File: config.mk
export PLATFORM = sky130hd
export DESIGN_NAME = rtk_counters
export DESIGN_NICKNAME = d
export VERILOG_FILES = /design/src/rtl/rtk_pkg.sv /design/src/rtl/rtk_tick_if.sv /design/src/rtl/rtk_timebase.sv /design/src/rtl/rtk_counters.sv
export SDC_FILE = /design/constraint.sdc
export NUM_CORES = 1
export LEC_CHECK = 0
export ABC_AREA = 1
export BUFFER_PORTS_ARGS = -buffer_cell sky130_fd_sc_hd__buf_2
export CAP_MARGIN = 10
export CORE_MARGIN = 2
export CORE_UTILIZATION = 68
export DETAILED_ROUTE_END_ITERATION = 16
export GPL_TIMING_DRIVEN = 0
export HOLD_SLACK_MARGIN = 0.12
export PLACE_DENSITY_LB_ADDON = 0.05
export SLEW_MARGIN = 15
export SYNTH_ARGS = -nofsm -noshare
export SYNTH_HDL_FRONTEND = slang
export SYNTH_SLANG_ARGS = --single-unit
File: constraint.sdc
create_clock -name CLK -period 5.76 [get_ports CLK]
set_input_delay 0.864 -clock CLK [delete_from_list [all_inputs] [get_ports CLK]]
set_output_delay 0.864 -clock CLK [all_outputs]
set_load 0.01 [all_outputs]
File: src/rtl/rtk_pkg.sv
//------------------------------------------------------------------------------
// Purpose : Constants, register map and BCD helpers for the RTC counter block
// Assumes : 100 MHz CLK, register port driven by the serial bus engine
// Notes   : Counters hold BCD; unused bits of each field read as zero
//------------------------------------------------------------------------------
// Notes on behaviour
// - Month is BCD, units in low four bits, one tens bit, range 1 to 12.
// - Date is BCD, units in low four bits, two tens bits, range 1 to 31.
// - Leap years handled automatically, February ends on the right day.
// - Weekday is a three-bit ring counter, 1 through 7, back to 1.
// - Hours in 24-hour BCD, units in low four bits, two tens bits 0 to 2.
// - Minutes BCD, units in low four bits, three tens bits, range 0 to 59.
// - Seconds BCD, units in low four bits, three tens bits, range 0 to 59.
// - Oscillator stop bit at 1 halts timekeeping; at 0 the clock runs.
// - Calibration sign 1 adds to the timebase, 0 subtracts from it.
package rtk_pkg;

    //--------------------------------------------------------------------------
    // Register offsets
    //--------------------------------------------------------------------------
    localparam logic [7:0] OFS_CALCTL = 8'h08;
    localparam logic [7:0] OFS_SEC    = 8'h09;
    localparam logic [7:0] OFS_MIN    = 8'h0a;
    localparam logic [7:0] OFS_HOUR   = 8'h0b;
    localparam logic [7:0] OFS_WDAY   = 8'h0c;
    localparam logic [7:0] OFS_DATE   = 8'h0d;
    localparam logic [7:0] OFS_MONTH  = 8'h0e;
    localparam logic [7:0] OFS_YEAR   = 8'h0f;

    //--------------------------------------------------------------------------
    // Field layout and masks
    //--------------------------------------------------------------------------
    localparam int         BIT_OSC_STOP = 7;
    localparam int         BIT_CAL_ADD  = 5;
    localparam logic [7:0] MSK_CALCTL   = 8'ha0;
    localparam logic [7:0] MSK_SEC      = 8'h7f;
    localparam logic [7:0] MSK_MIN      = 8'h7f;
    localparam logic [7:0] MSK_HOUR     = 8'h3f;
    localparam logic [7:0] MSK_WDAY     = 8'h07;
    localparam logic [7:0] MSK_DATE     = 8'h3f;
    localparam logic [7:0] MSK_MONTH    = 8'h1f;
    localparam logic [7:0] MSK_YEAR     = 8'hff;

    //--------------------------------------------------------------------------
    // Wrap points and reset values (BCD)
    //--------------------------------------------------------------------------
    localparam logic [7:0] MAX_SEC   = 8'h59;
    localparam logic [7:0] MAX_MIN   = 8'h59;
    localparam logic [7:0] MAX_HOUR  = 8'h23;
    localparam logic [7:0] MAX_WDAY  = 8'h07;
    localparam logic [7:0] MAX_MONTH = 8'h12;
    localparam logic [7:0] MAX_YEAR  = 8'h99;
    localparam logic [7:0] MIN_ZERO  = 8'h00;
    localparam logic [7:0] MIN_ONE   = 8'h01;
    localparam logic [7:0] RST_CALCTL = 8'h00;
    localparam logic [7:0] RST_TIME   = 8'h00;
    localparam logic [7:0] RST_DAY    = 8'h01;
    localparam logic [7:0] RD_NONE    = 8'h00;

    //--------------------------------------------------------------------------
    // Timing
    //--------------------------------------------------------------------------
    localparam int          CLK_PERIOD_NS  = 10;
    localparam int          SECOND_NS      = 1000000000;
    localparam int          SEC_CYCLES     = SECOND_NS / CLK_PERIOD_NS;
    localparam logic [31:0] CAL_TRIM_CYCLES = 32'h0000_0001;

    // Next BCD value of a counter that wraps from hi back to lo
    function automatic logic [7:0] bcd_next(input logic [7:0] v, input logic [7:0] hi,
                                            input logic [7:0] lo);
        logic [7:0] r;
        r = 8'h00;
        if (v >= hi)
            r = lo;
        else if (v[3:0] >= 4'h9)
            r = {v[7:4] + 4'h1, 4'h0};
        else
            r = {v[7:4], v[3:0] + 4'h1};
        return r;
    endfunction

    // Last day of the month in BCD, with the leap-year rule on the BCD year
    function automatic logic [7:0] month_last(input logic [7:0] mon, input logic [7:0] yr);
        logic leap;
        logic [7:0] r;
        leap = yr[4] ? (yr[3:0] == 4'h2 || yr[3:0] == 4'h6)
                     : (yr[3:0] == 4'h0 || yr[3:0] == 4'h4 || yr[3:0] == 4'h8);
        unique case (mon)
            8'h02:                      r = leap ? 8'h29 : 8'h28;
            8'h04, 8'h06, 8'h09, 8'h11: r = 8'h30;
            default:                    r = 8'h31;
        endcase
        return r;
    endfunction

endpackage

File: src/rtl/rtk_tick_if.sv
//------------------------------------------------------------------------------
// Purpose : Carries the timebase control and one-second tick between modules
// Assumes : Single clock domain
// Notes   : Timebase drives tick, counter core drives stop and sign
//------------------------------------------------------------------------------
`timescale 1ns/1ps
interface rtk_tick_if;
    logic tick;
    logic osc_stop;
    logic cal_add;
    modport timebase (input osc_stop, input cal_add, output tick);
    modport core     (output osc_stop, output cal_add, input tick);
endinterface

File: src/rtl/rtk_timebase.sv
//------------------------------------------------------------------------------
// Purpose : Divides CLK down to a calibrated one-second tick
// Assumes : Period parameter well above the trim amount
// Notes   : Stopping holds the divider where it is, so restart resumes mid-second
//------------------------------------------------------------------------------
`timescale 1ns/1ps
module rtk_timebase
    import rtk_pkg::*;
#(
    parameter logic [31:0] PERIOD = 32'(SEC_CYCLES)
) (
    input  wire logic       clk,
    input  wire logic       rst,
    rtk_tick_if.timebase    tb
);

    logic [31:0] cnt_q;
    logic [31:0] cnt_d;
    logic [31:0] last_cnt;
    logic        wrap;
    logic        tick_q;

    // Adding shortens the second, subtracting stretches it
    assign last_cnt = tb.cal_add ? PERIOD - 32'h1 - CAL_TRIM_CYCLES
                                 : PERIOD - 32'h1 + CAL_TRIM_CYCLES;
    assign wrap     = !tb.osc_stop && (cnt_q >= last_cnt);
    assign cnt_d    = tb.osc_stop ? cnt_q : (wrap ? 32'h0 : cnt_q + 32'h1);
    assign tb.tick  = tick_q;

    // Divider and tick pulse
    always_ff @(posedge clk or posedge rst) begin
        if (rst) begin
            cnt_q  <= 32'h0;
            tick_q <= 1'b0;
        end else begin
            cnt_q  <= cnt_d;
            tick_q <= wrap;
        end
    end

endmodule

File: src/rtl/rtk_counters.sv
//------------------------------------------------------------------------------
// Purpose : Timekeeping counters with calibration and control register
// Assumes : Register port is driven by the serial bus engine, one access a cycle
// Notes   : A host write to a counter wins over that counter's own advance
//------------------------------------------------------------------------------
`timescale 1ns/1ps
module rtk_counters
    import rtk_pkg::*;
#(
    parameter logic [31:0] SEC_PERIOD = 32'(SEC_CYCLES)
) (
    input  wire logic       CLK,
    input  wire logic       RST,
    input  wire logic [7:0] REG_ADDR,
    input  wire logic       REG_WR,
    input  wire logic       REG_RD,
    input  wire logic [7:0] REG_WDATA,
    output logic      [7:0] REG_RDATA,
    output logic            REG_RVALID,
    output logic            SEC_TICK
);

    //--------------------------------------------------------------------------
    // Storage
    //--------------------------------------------------------------------------
    logic [7:0] calctl_q;
    logic [7:0] sec_q;
    logic [7:0] min_q;
    logic [7:0] hour_q;
    logic [7:0] wday_q;
    logic [7:0] date_q;
    logic [7:0] month_q;
    logic [7:0] year_q;
    logic [7:0] rdata_q;
    logic       rvalid_q;
    logic       sec_tick_q;

    rtk_tick_if tick_if ();

    rtk_timebase #(
        .PERIOD (SEC_PERIOD)
    ) u_timebase (
        .clk (CLK),
        .rst (RST),
        .tb  (tick_if)
    );

    //--------------------------------------------------------------------------
    // Control to the timebase
    //--------------------------------------------------------------------------
    assign tick_if.osc_stop = calctl_q[BIT_OSC_STOP];
    assign tick_if.cal_add  = calctl_q[BIT_CAL_ADD];

    //--------------------------------------------------------------------------
    // Carry chain
    //--------------------------------------------------------------------------
    logic       tick;
    logic       c_sec;
    logic       c_min;
    logic       c_hour;
    logic       c_date;
    logic       c_month;
    logic [7:0] last_day;
    logic [7:0] sec_n;
    logic [7:0] min_n;
    logic [7:0] hour_n;
    logic [7:0] wday_n;
    logic [7:0] date_n;
    logic [7:0] month_n;
    logic [7:0] year_n;

    // Each stage advances only when everything below it is at its wrap point
    assign tick     = tick_if.tick;
    assign last_day = month_last(month_q, year_q);
    assign c_sec    = tick && (sec_q >= MAX_SEC);
    assign c_min    = c_sec && (min_q >= MAX_MIN);
    assign c_hour   = c_min && (hour_q >= MAX_HOUR);
    assign c_date   = c_hour && (date_q >= last_day);
    assign c_month  = c_date && (month_q >= MAX_MONTH);

    assign sec_n   = bcd_next(sec_q, MAX_SEC, MIN_ZERO);
    assign min_n   = bcd_next(min_q, MAX_MIN, MIN_ZERO);
    assign hour_n  = bcd_next(hour_q, MAX_HOUR, MIN_ZERO);
    assign date_n  = bcd_next(date_q, last_day, MIN_ONE);
    assign month_n = bcd_next(month_q, MAX_MONTH, MIN_ONE);
    assign year_n  = bcd_next(year_q, MAX_YEAR, MIN_ZERO);
    // Plain ring, not tied to the date; a written 0 steps to 1
    assign wday_n  = (wday_q[2:0] >= MAX_WDAY[2:0] || wday_q[2:0] == 3'h0)
                     ? MIN_ONE : {5'h0, wday_q[2:0] + 3'h1};

    //--------------------------------------------------------------------------
    // Register decode
    //--------------------------------------------------------------------------
    logic we_calctl;
    logic we_sec;
    logic we_min;
    logic we_hour;
    logic we_wday;
    logic we_date;
    logic we_month;
    logic we_year;

    assign we_calctl = REG_WR && (REG_ADDR == OFS_CALCTL);
    assign we_sec    = REG_WR && (REG_ADDR == OFS_SEC);
    assign we_min    = REG_WR && (REG_ADDR == OFS_MIN);
    assign we_hour   = REG_WR && (REG_ADDR == OFS_HOUR);
    assign we_wday   = REG_WR && (REG_ADDR == OFS_WDAY);
    assign we_date   = REG_WR && (REG_ADDR == OFS_DATE);
    assign we_month  = REG_WR && (REG_ADDR == OFS_MONTH);
    assign we_year   = REG_WR && (REG_ADDR == OFS_YEAR);

    //--------------------------------------------------------------------------
    // Next values
    //--------------------------------------------------------------------------
    logic [7:0] calctl_d;
    logic [7:0] sec_d;
    logic [7:0] min_d;
    logic [7:0] hour_d;
    logic [7:0] wday_d;
    logic [7:0] date_d;
    logic [7:0] month_d;
    logic [7:0] year_d;

    // Writes are masked to the field widths so unused bits stay zero
    assign calctl_d = we_calctl ? (REG_WDATA & MSK_CALCTL) : calctl_q;
    assign sec_d    = we_sec   ? (REG_WDATA & MSK_SEC)   : (tick   ? sec_n   : sec_q);
    assign min_d    = we_min   ? (REG_WDATA & MSK_MIN)   : (c_sec  ? min_n   : min_q);
    assign hour_d   = we_hour  ? (REG_WDATA & MSK_HOUR)  : (c_min  ? hour_n  : hour_q);
    assign wday_d   = we_wday  ? (REG_WDATA & MSK_WDAY)  : (c_hour ? wday_n  : wday_q);
    assign date_d   = we_date  ? (REG_WDATA & MSK_DATE)  : (c_hour ? date_n  : date_q);
    assign month_d  = we_month ? (REG_WDATA & MSK_MONTH) : (c_date ? month_n : month_q);
    assign year_d   = we_year  ? (REG_WDATA & MSK_YEAR)  : (c_month ? year_n : year_q);

    //--------------------------------------------------------------------------
    // Counter registers
    //--------------------------------------------------------------------------
    always_ff @(posedge CLK or posedge RST) begin
        if (RST) begin
            calctl_q <= RST_CALCTL;
            sec_q    <= RST_TIME;
            min_q    <= RST_TIME;
            hour_q   <= RST_TIME;
            wday_q   <= RST_DAY;
            date_q   <= RST_DAY;
            month_q  <= RST_DAY;
            year_q   <= RST_TIME;
        end else begin
            calctl_q <= calctl_d;
            sec_q    <= sec_d;
            min_q    <= min_d;
            hour_q   <= hour_d;
            wday_q   <= wday_d;
            date_q   <= date_d;
            month_q  <= month_d;
            year_q   <= year_d;
        end
    end

    //--------------------------------------------------------------------------
    // Read path
    //--------------------------------------------------------------------------
    logic [7:0] rd_mux;

    // Unmapped offsets read as zero rather than holding the last value
    assign rd_mux = (REG_ADDR == OFS_CALCTL) ? calctl_q :
                    (REG_ADDR == OFS_SEC)    ? sec_q    :
                    (REG_ADDR == OFS_MIN)    ? min_q    :
                    (REG_ADDR == OFS_HOUR)   ? hour_q   :
                    (REG_ADDR == OFS_WDAY)   ? wday_q   :
                    (REG_ADDR == OFS_DATE)   ? date_q   :
                    (REG_ADDR == OFS_MONTH)  ? month_q  :
                    (REG_ADDR == OFS_YEAR)   ? year_q   : RD_NONE;

    // Registered outputs; read data holds until the next read
    always_ff @(posedge CLK or posedge RST) begin
        if (RST) begin
            rdata_q    <= RD_NONE;
            rvalid_q   <= 1'b0;
            sec_tick_q <= 1'b0;
        end else begin
            rdata_q    <= REG_RD ? rd_mux : rdata_q;
            rvalid_q   <= REG_RD;
            sec_tick_q <= tick;
        end
    end

    assign REG_RDATA  = rdata_q;
    assign REG_RVALID = rvalid_q;
    assign SEC_TICK   = sec_tick_q;

endmodule

==> impl_metrics.yaml, run 1 <==
grt:
  grt_usage_pct: 30.83
  grt_pass1_wl_um: 25650
  antenna_found_initial: 0
  grt_pass1_vias: 5429
  grt_max_degree: 59
  overflow: 0
job:
  max_cap_viol_count: 0
timing:
  slew_headroom_pct: 50.22
  drv_slew: 0
  setup_viol: 0
  layout_min_cycle_time_ns: 2.961
  setup_tns_ns: 0
  finalHoldViolCount: 0
  fmax_mhz: 337.8
  min_period_over_period_pct: 51.40
  hold_slack_ns: 0.4265
  rsz0062_at_grt: "false"
  fin_worst_skew_ns: 0.009628
  tightest_slew_ns: 0.7467
setup_path:
  cp.required_ns: 6.02
  crit_arrival_ns: 3.22
  r2r_start: "month_q[0]"
  timing.rr.end: "year_q[6]"
  crit_top_cell: "inv_1"
  path_max_fanout: 10
  slowest_delay_ns: 0.39
  regToRegSetupSlack_ns: 2.80
  cp_slowest_cell: "dfstp_2"
  r2r_cells: 17
  worst-setup-path-type: "flip-flop to flip-flop"
  critPathLaunchType: "flip-flop"
  endpoint_kind: "flip-flop"
  crit_chain: "inv_1 -> ha_1 -> inv_1 -> nor3_1 -> inv_1 -> a31oi_1 -> a21oi_1 -> ha_1 -> inv_1 -> nor2_1 -> nand3_1 -> nand3_1 -> nand4_1 -> nand2_2 -> nand2_2 -> nand2_1 -> nand2_1"
min_path:
  whs_endpoint: "SEC_TICK"
  hold_path.class: "flip-flop to flip-flop"
  holdCritStartpoint: "u_timebase.tb.tick"
  hold_depth: 0
clock_tree:
  cts_tree: "done"
  cts_buffers: 9
  htree_levels: 3
  cts_setup_buffers: 0
  cts.clk_slew.worst_paths_ns: 0.09
  hold_buffers: 0
  cts_resized: 0
  cts_sinks: 96
  clock_path_buffers: 2
  root_buffer: "clkbuf_8"
  clkLatencyLatePin_ns: 0.37
pwr:
  p_leak_nw: 3.875
  ir_drop_uv: 132.0
  powerDensity_nw_per_um2: 216.0
die:
  die_x_um: 103.2
  initial_utilization_pct: 69.15
  num_io_pins: 30
  core_um2: 9684
  fp.dieArea_um2: 10660
  num_rows: 36
  die_y_um: 103.2
yosys:
  yosys_warnings: 0
  syn_area_um2: 6696
  synth-main-ff-cell: "dfrtp_1"
  synth_area_per_cell_um2: 7.440
  synth_edf_count: 0
  synthArstFlopShare_pct: 100.0
  ys_seq_area_share_pct: 35.93
  ys_top_cells_by_area: "dfrtp_1, nand2_1, ha_1"
  syn_nets: 969
  synth.top_cell.area_share_pct: 34.75
  synth_cells: 900
  yosys_register_bits: 96
  synth_top_area_cell: "dfrtp_1"
  ys_types: 42
place:
  io_buffers: 29
  post_dp_cell_area_um2: 7030
  dp_hpwl_um: 12210
  place.gp.congestion: 0.9468
finish:
  final_common_cell: "nand2_1"
  area_growth_pct: 8.203
  fin_nets: 1010
  antenna_cells: 0
  fin_util_pct: 74.82
  layout_common_cells: "nand2_1, inv_1, nor2_1, dfrtp_1, nand3_1"
  final_cell_area_um2: 7246
  drive_gt1_share_pct: 12.16
detailed_routing:
  vias: 5962
  ant_nets: 0
  via_per_inst: 5.525
  drc: 0
  wl_per_cell_um: 14.73
  drt_iter0_drc: 373
  first_pass_iters: 5
  wl_um: 15890
outcome:
  outcome: "complete, no violations"
==> Yosys cell counts (2+ instances only) <==
cell type	n
buf_6	2
nor2_4	7
dfrtp_1	93
o22ai_1	15
nor3_4	2
nor3_1	10
inv_2	16
nand2_4	4
nor2_1	100
nand3b_1	6
o221ai_1	3
o21ai_0	31
ha_1	49
nor2_8	3
o211ai_1	5
nand2_1	216
nand3_1	71
buf_2	2
nand2_2	14
xor2_1	26
dfstp_2	3
a31oi_1	2
or2_2	3
a21oi_1	22
inv_1	122
nor3_2	2
xnor2_1	11
o21ai_1	15
buf_4	2
nand3_2	5
nor2_2	4
nand4_1	24
==> kinds of logic (layout without fill, tap and decap cells) <==
family,count (synthesis),in the layout,share of synthesized area [%]
and+or+nand+nor,472,472,33.02
adders and majority gates,49,49,9.155
AOI/OAI and AO/OA,100,100,8.465
DFF,96,96,35.93
xor gates and xnor gates,37,37,4.839
buffers and inverters,146,192,8.595
==> final cells by class <==
class	instances	area (µm²)
buffer	7	51.30
clock buffer	12	145.1
clock inverter	4	70.07
fill	781	2439
inverter	139	526.8
multi-input combinational	658	3715
sequential	96	2406
tap	133	166.4
timing repair buffer	30	165.2
==> sequential cells by signal, indices dropped and copies added, names as in the netlist, 2 cells and up <==
name / flops
year_q: 8
wday_q: 3
hour_q: 8
month_q: 8
min_q: 8
u_timebase.cnt_q: 32
date_q: 8
sec_q: 8
calctl_q: 2
REG_RDATA: 8
==> power by group <==
| group | switching, mW | total, mW | internal [mW] | leakage [nW] |
|---|---|---|---|---|
| logic | 0.177 | 0.293 | 0.116 | 2.51 |
| clock network | 0.239 | 0.494 | 0.256 | 0.110 |
| registers | 0.0573 | 0.778 | 0.720 | 1.26 |
| total | 0.473 | 1.57 | 1.09 | 3.87 |
==> worst max path at each step <==
| stage | from | endpoint | slack [ns] | cells after the start |
|---|---|---|---|---|
| CTS | month_q[0] | year_q[6] | 2.82 | 17 |
| detailed placement | month_q[0] | year_q[6] | 2.84 | 17 |
| global placement | RST | month_q[1] | 1.28 | 2 |
| floorplan | RST | REG_RDATA[0] | 2.40 | 1 |
| finish | month_q[0] | year_q[6] | 2.80 | 17 |
| global route | month_q[0] | year_q[6] | 2.58 | 17 |
==> metrics by stage <==
step	power, mW	cells	setup slack, ns
detailed placement	1.085	1063	2.843
finish	1.565	1079	2.799
global route	1.648	1079	2.580
CTS	1.573	1079	2.820
global placement	1.063	1062	1.277
floorplan	1.001	900	2.396
==> metal layers <==
metal / global-route usage, % / part of all wire [%]
met1: 42.83 / 45
met3: 2.957 / 4.4
met4: 10.12 / 2.0
met5: 0 / 0
met2: 51.10 / 48
==> critical path, delay by kind of cell (launching register included) <==
kind            cells  cell delay, ns
buf+inv             4            0.41
compound gates      2            0.27
fa+ha+maj           2            0.48
flops               1            0.39
simple gates        9            1.31
No activity file was read; power rests on OpenSTA's default activity.
==> inputs of run 2 (changes only) <==
CORE_UTILIZATION = 57   (was 68)
clock period = 2.4 ns   (was 5.76 ns; I/O delays follow)
==> run 2 against run 1 <==
  * The run now ends with negative setup slack left
  * Sequential share of layout area fell by 2.1 points
  * Worst hold slack got worse by 0.24 ns
  * Design area rose by 6.7%
  * Clock power rose to 3.2 times the previous value
==> impl_metrics.yaml, run 2 (same netlist as run 1, synthesis figures left out) <==
outcome:
  outcome: "complete, but fails checks"
  violations: "negative setup slack"
place:
  place.gp.congestion: 0.9080
  io_buffers: 29
  dp_hpwl_um: 12540
  post-place-cells: 1074
  post_dp_cell_area_um2: 7069
detailed_routing:
  drt_iter0_drc: 575
  first_pass_iters: 6
  vias: 6111
  wl_um: 17110
  ant_nets: 0
  drc: 0
  wl_per_cell_um: 15.47
  via_per_inst: 5.525
setup_path:
  crit_chain: "inv_4 -> ha_4 -> nor2_4 -> o22ai_2 -> a32oi_2 -> nor2_2 -> a21oi_2 -> ha_1 -> nand2_1 -> nand2_1 -> nand2_1 -> nand2_2 -> nand3_4 -> buf_4 -> nand3_4 -> nand2_4 -> buf_6 -> nand2_1 -> o21ai_0"
  crit_top_cell: "nand2_1"
  cp_slowest_cell: "dfstp_2"
  endpoint_kind: "flip-flop"
  cp.required_ns: 2.63
  slowest_delay_ns: 0.56
  worst-setup-path-type: "flip-flop to flip-flop"
  critPathLaunchType: "flip-flop"
  path_max_fanout: 5
  crit_arrival_ns: 2.83
finish:
  drive_gt1_share_pct: 17.76
  fin_util_pct: 67.70
  top_register: "u_timebase.cnt_q"
  fill_cells: 976
  final_common_cell: "nand2_1"
  stdcell_count: 1106
  multi_input_area_um2: 3915
  layout_common_cells: "nand2_1, inv_1, dfrtp_1, nor2_1, nand3_1"
  largest_reg_flops: 32
  antenna_cells: 0
  seq_area_um2: 2407
  area_growth_pct: 15.43
  fin_nets: 1027
  final_cell_area_um2: 7730
die:
  core_um2: 11420
  initial_utilization_pct: 58.65
  num_io_pins: 30
  die_y_um: 112.4
  num_rows: 39
  die_x_um: 112.4
  fp.dieArea_um2: 12630
pwr:
  ir_drop_uv: 336.4
  comb_power_share_pct: 17.8
  powerDensity_nw_per_um2: 545.2
  power_frac_seq_pct: 44.4
  p_int_mw: 2.976
  p_sw_mw: 1.239
  switching_share_pct: 29.40
  clkPwrFrac_pct: 37.7
  p_leak_nw: 4.068
clock_tree:
  htree_levels: 3
  cts_sinks: 96
  cts.clk_slew.worst_paths_ns: 0.07
  cts_tree: "done"
  clkLatencyLatePin_ns: 0.36
  cts_buffers: 9
  clock_path_buffers: 2
  root_buffer: "clkbuf_16"
timing:
  layout_min_cycle_time_ns: 2.602
  finalHoldViolCount: 0
  slew_headroom_pct: 55.85
  rsz0062_at_grt: "true"
  min_period_over_period_pct: 108.4
  setup_viol: 23
  fin_worst_skew_ns: 0.008653
  setup_tns_ns: -3.700
  drv_slew: 0
  hold_slack_ns: 0.1879
  finalWorstSetupSlack_ns: -0.2017
  tightest_slew_ns: 0.6609
  fmax_mhz: 384.4
grt:
  antenna_found_initial: 0
  grt_max_degree: 36
  grt_usage_pct: 28.44
  grt_pass1_vias: 5978
  grt_pass1_wl_um: 28870
  overflow: 0
min_path:
  hold_path.class: "input pin to flip-flop"
job:
  max_cap_viol_count: 0
[run 2: routing by layer]
layer | up-vias | routed length [µm] | global-route usage, %
met5 | - | 0 | 0
met4 | 0 | 485 | 10.41
met3 | 39 | 777 | 3.888
met2 | 170 | 8238 | 47.39
met1 | 2888 | 7613 | 38.12
li1 | 3014 | - | -
[run 2: worst max-delay path: cells and delay by family (launching register included)]
family	cells	cell delay [ns]
AO/OA/AOI/OAI	4	0.50
adder cells (fa/ha/maj)	2	0.33
AND/OR/NAND/NOR	10	0.72
flip-flops	1	0.56
buffers and inverters	3	0.35
[run 2: cell type report]
| class | count | area share (%) |
|---|---|---|
| buffer | 7 | 0.7122 |
| clock buffer | 11 | 3.140 |
| clock inverter | 5 | 1.036 |
| inverter | 139 | 6.928 |
| multi-input combinational | 659 | 50.65 |
| sequential | 96 | 31.14 |
| tap | 143 | 2.315 |
| timing repair buffer | 46 | 4.079 |
[run 2: through the flow]
step                total power [mW]  worst slack (ns)
floorplan                      2.402          0.001935
global placement               2.567           -0.3499
detailed placement             2.612           -0.3778
CTS                            4.222           -0.1694
global route                   4.429           -0.3786
finish                         4.215           -0.2017
[run 2: path summary, 6_finish.rpt]
check	to	slack [ns]	cells after the start	startpoint
setup / recovery	month_q[1]	-0.20	19	month_q[0]
hold / removal	REG_RVALID	0.19	1	REG_RD
setup reg to reg	month_q[1]	-0.20	19	month_q[0]
hold reg to reg	SEC_TICK	0.45	0	u_timebase.tb.tick
max in group asynchronous	hour_q[5]	0.92	5	RST
min in group asynchronous	u_timebase.cnt_q[23]	0.64	3	RST
[run 2: what timing repair did]
action                                  4_1_cts  5_1_grt
endpoints found under the hold margin        28        0
cloned                                        2        0
hold buffers                                  1        0
endpoints found under the setup margin       24       24
resized for setup                            47       16
setup buffers                                11        2
pin swaps                                    16       20
[run 2: power groups by stage]
stage,Sequential [mW],Clock [mW],Combinational [mW]
after floorplan,1.86,0,0.538
after global placement,1.89,0,0.672
after detailed placement,1.90,0,0.710
after CTS,1.87,1.61,0.743
after global routing,1.89,1.67,0.867
final,1.87,1.59,0.751
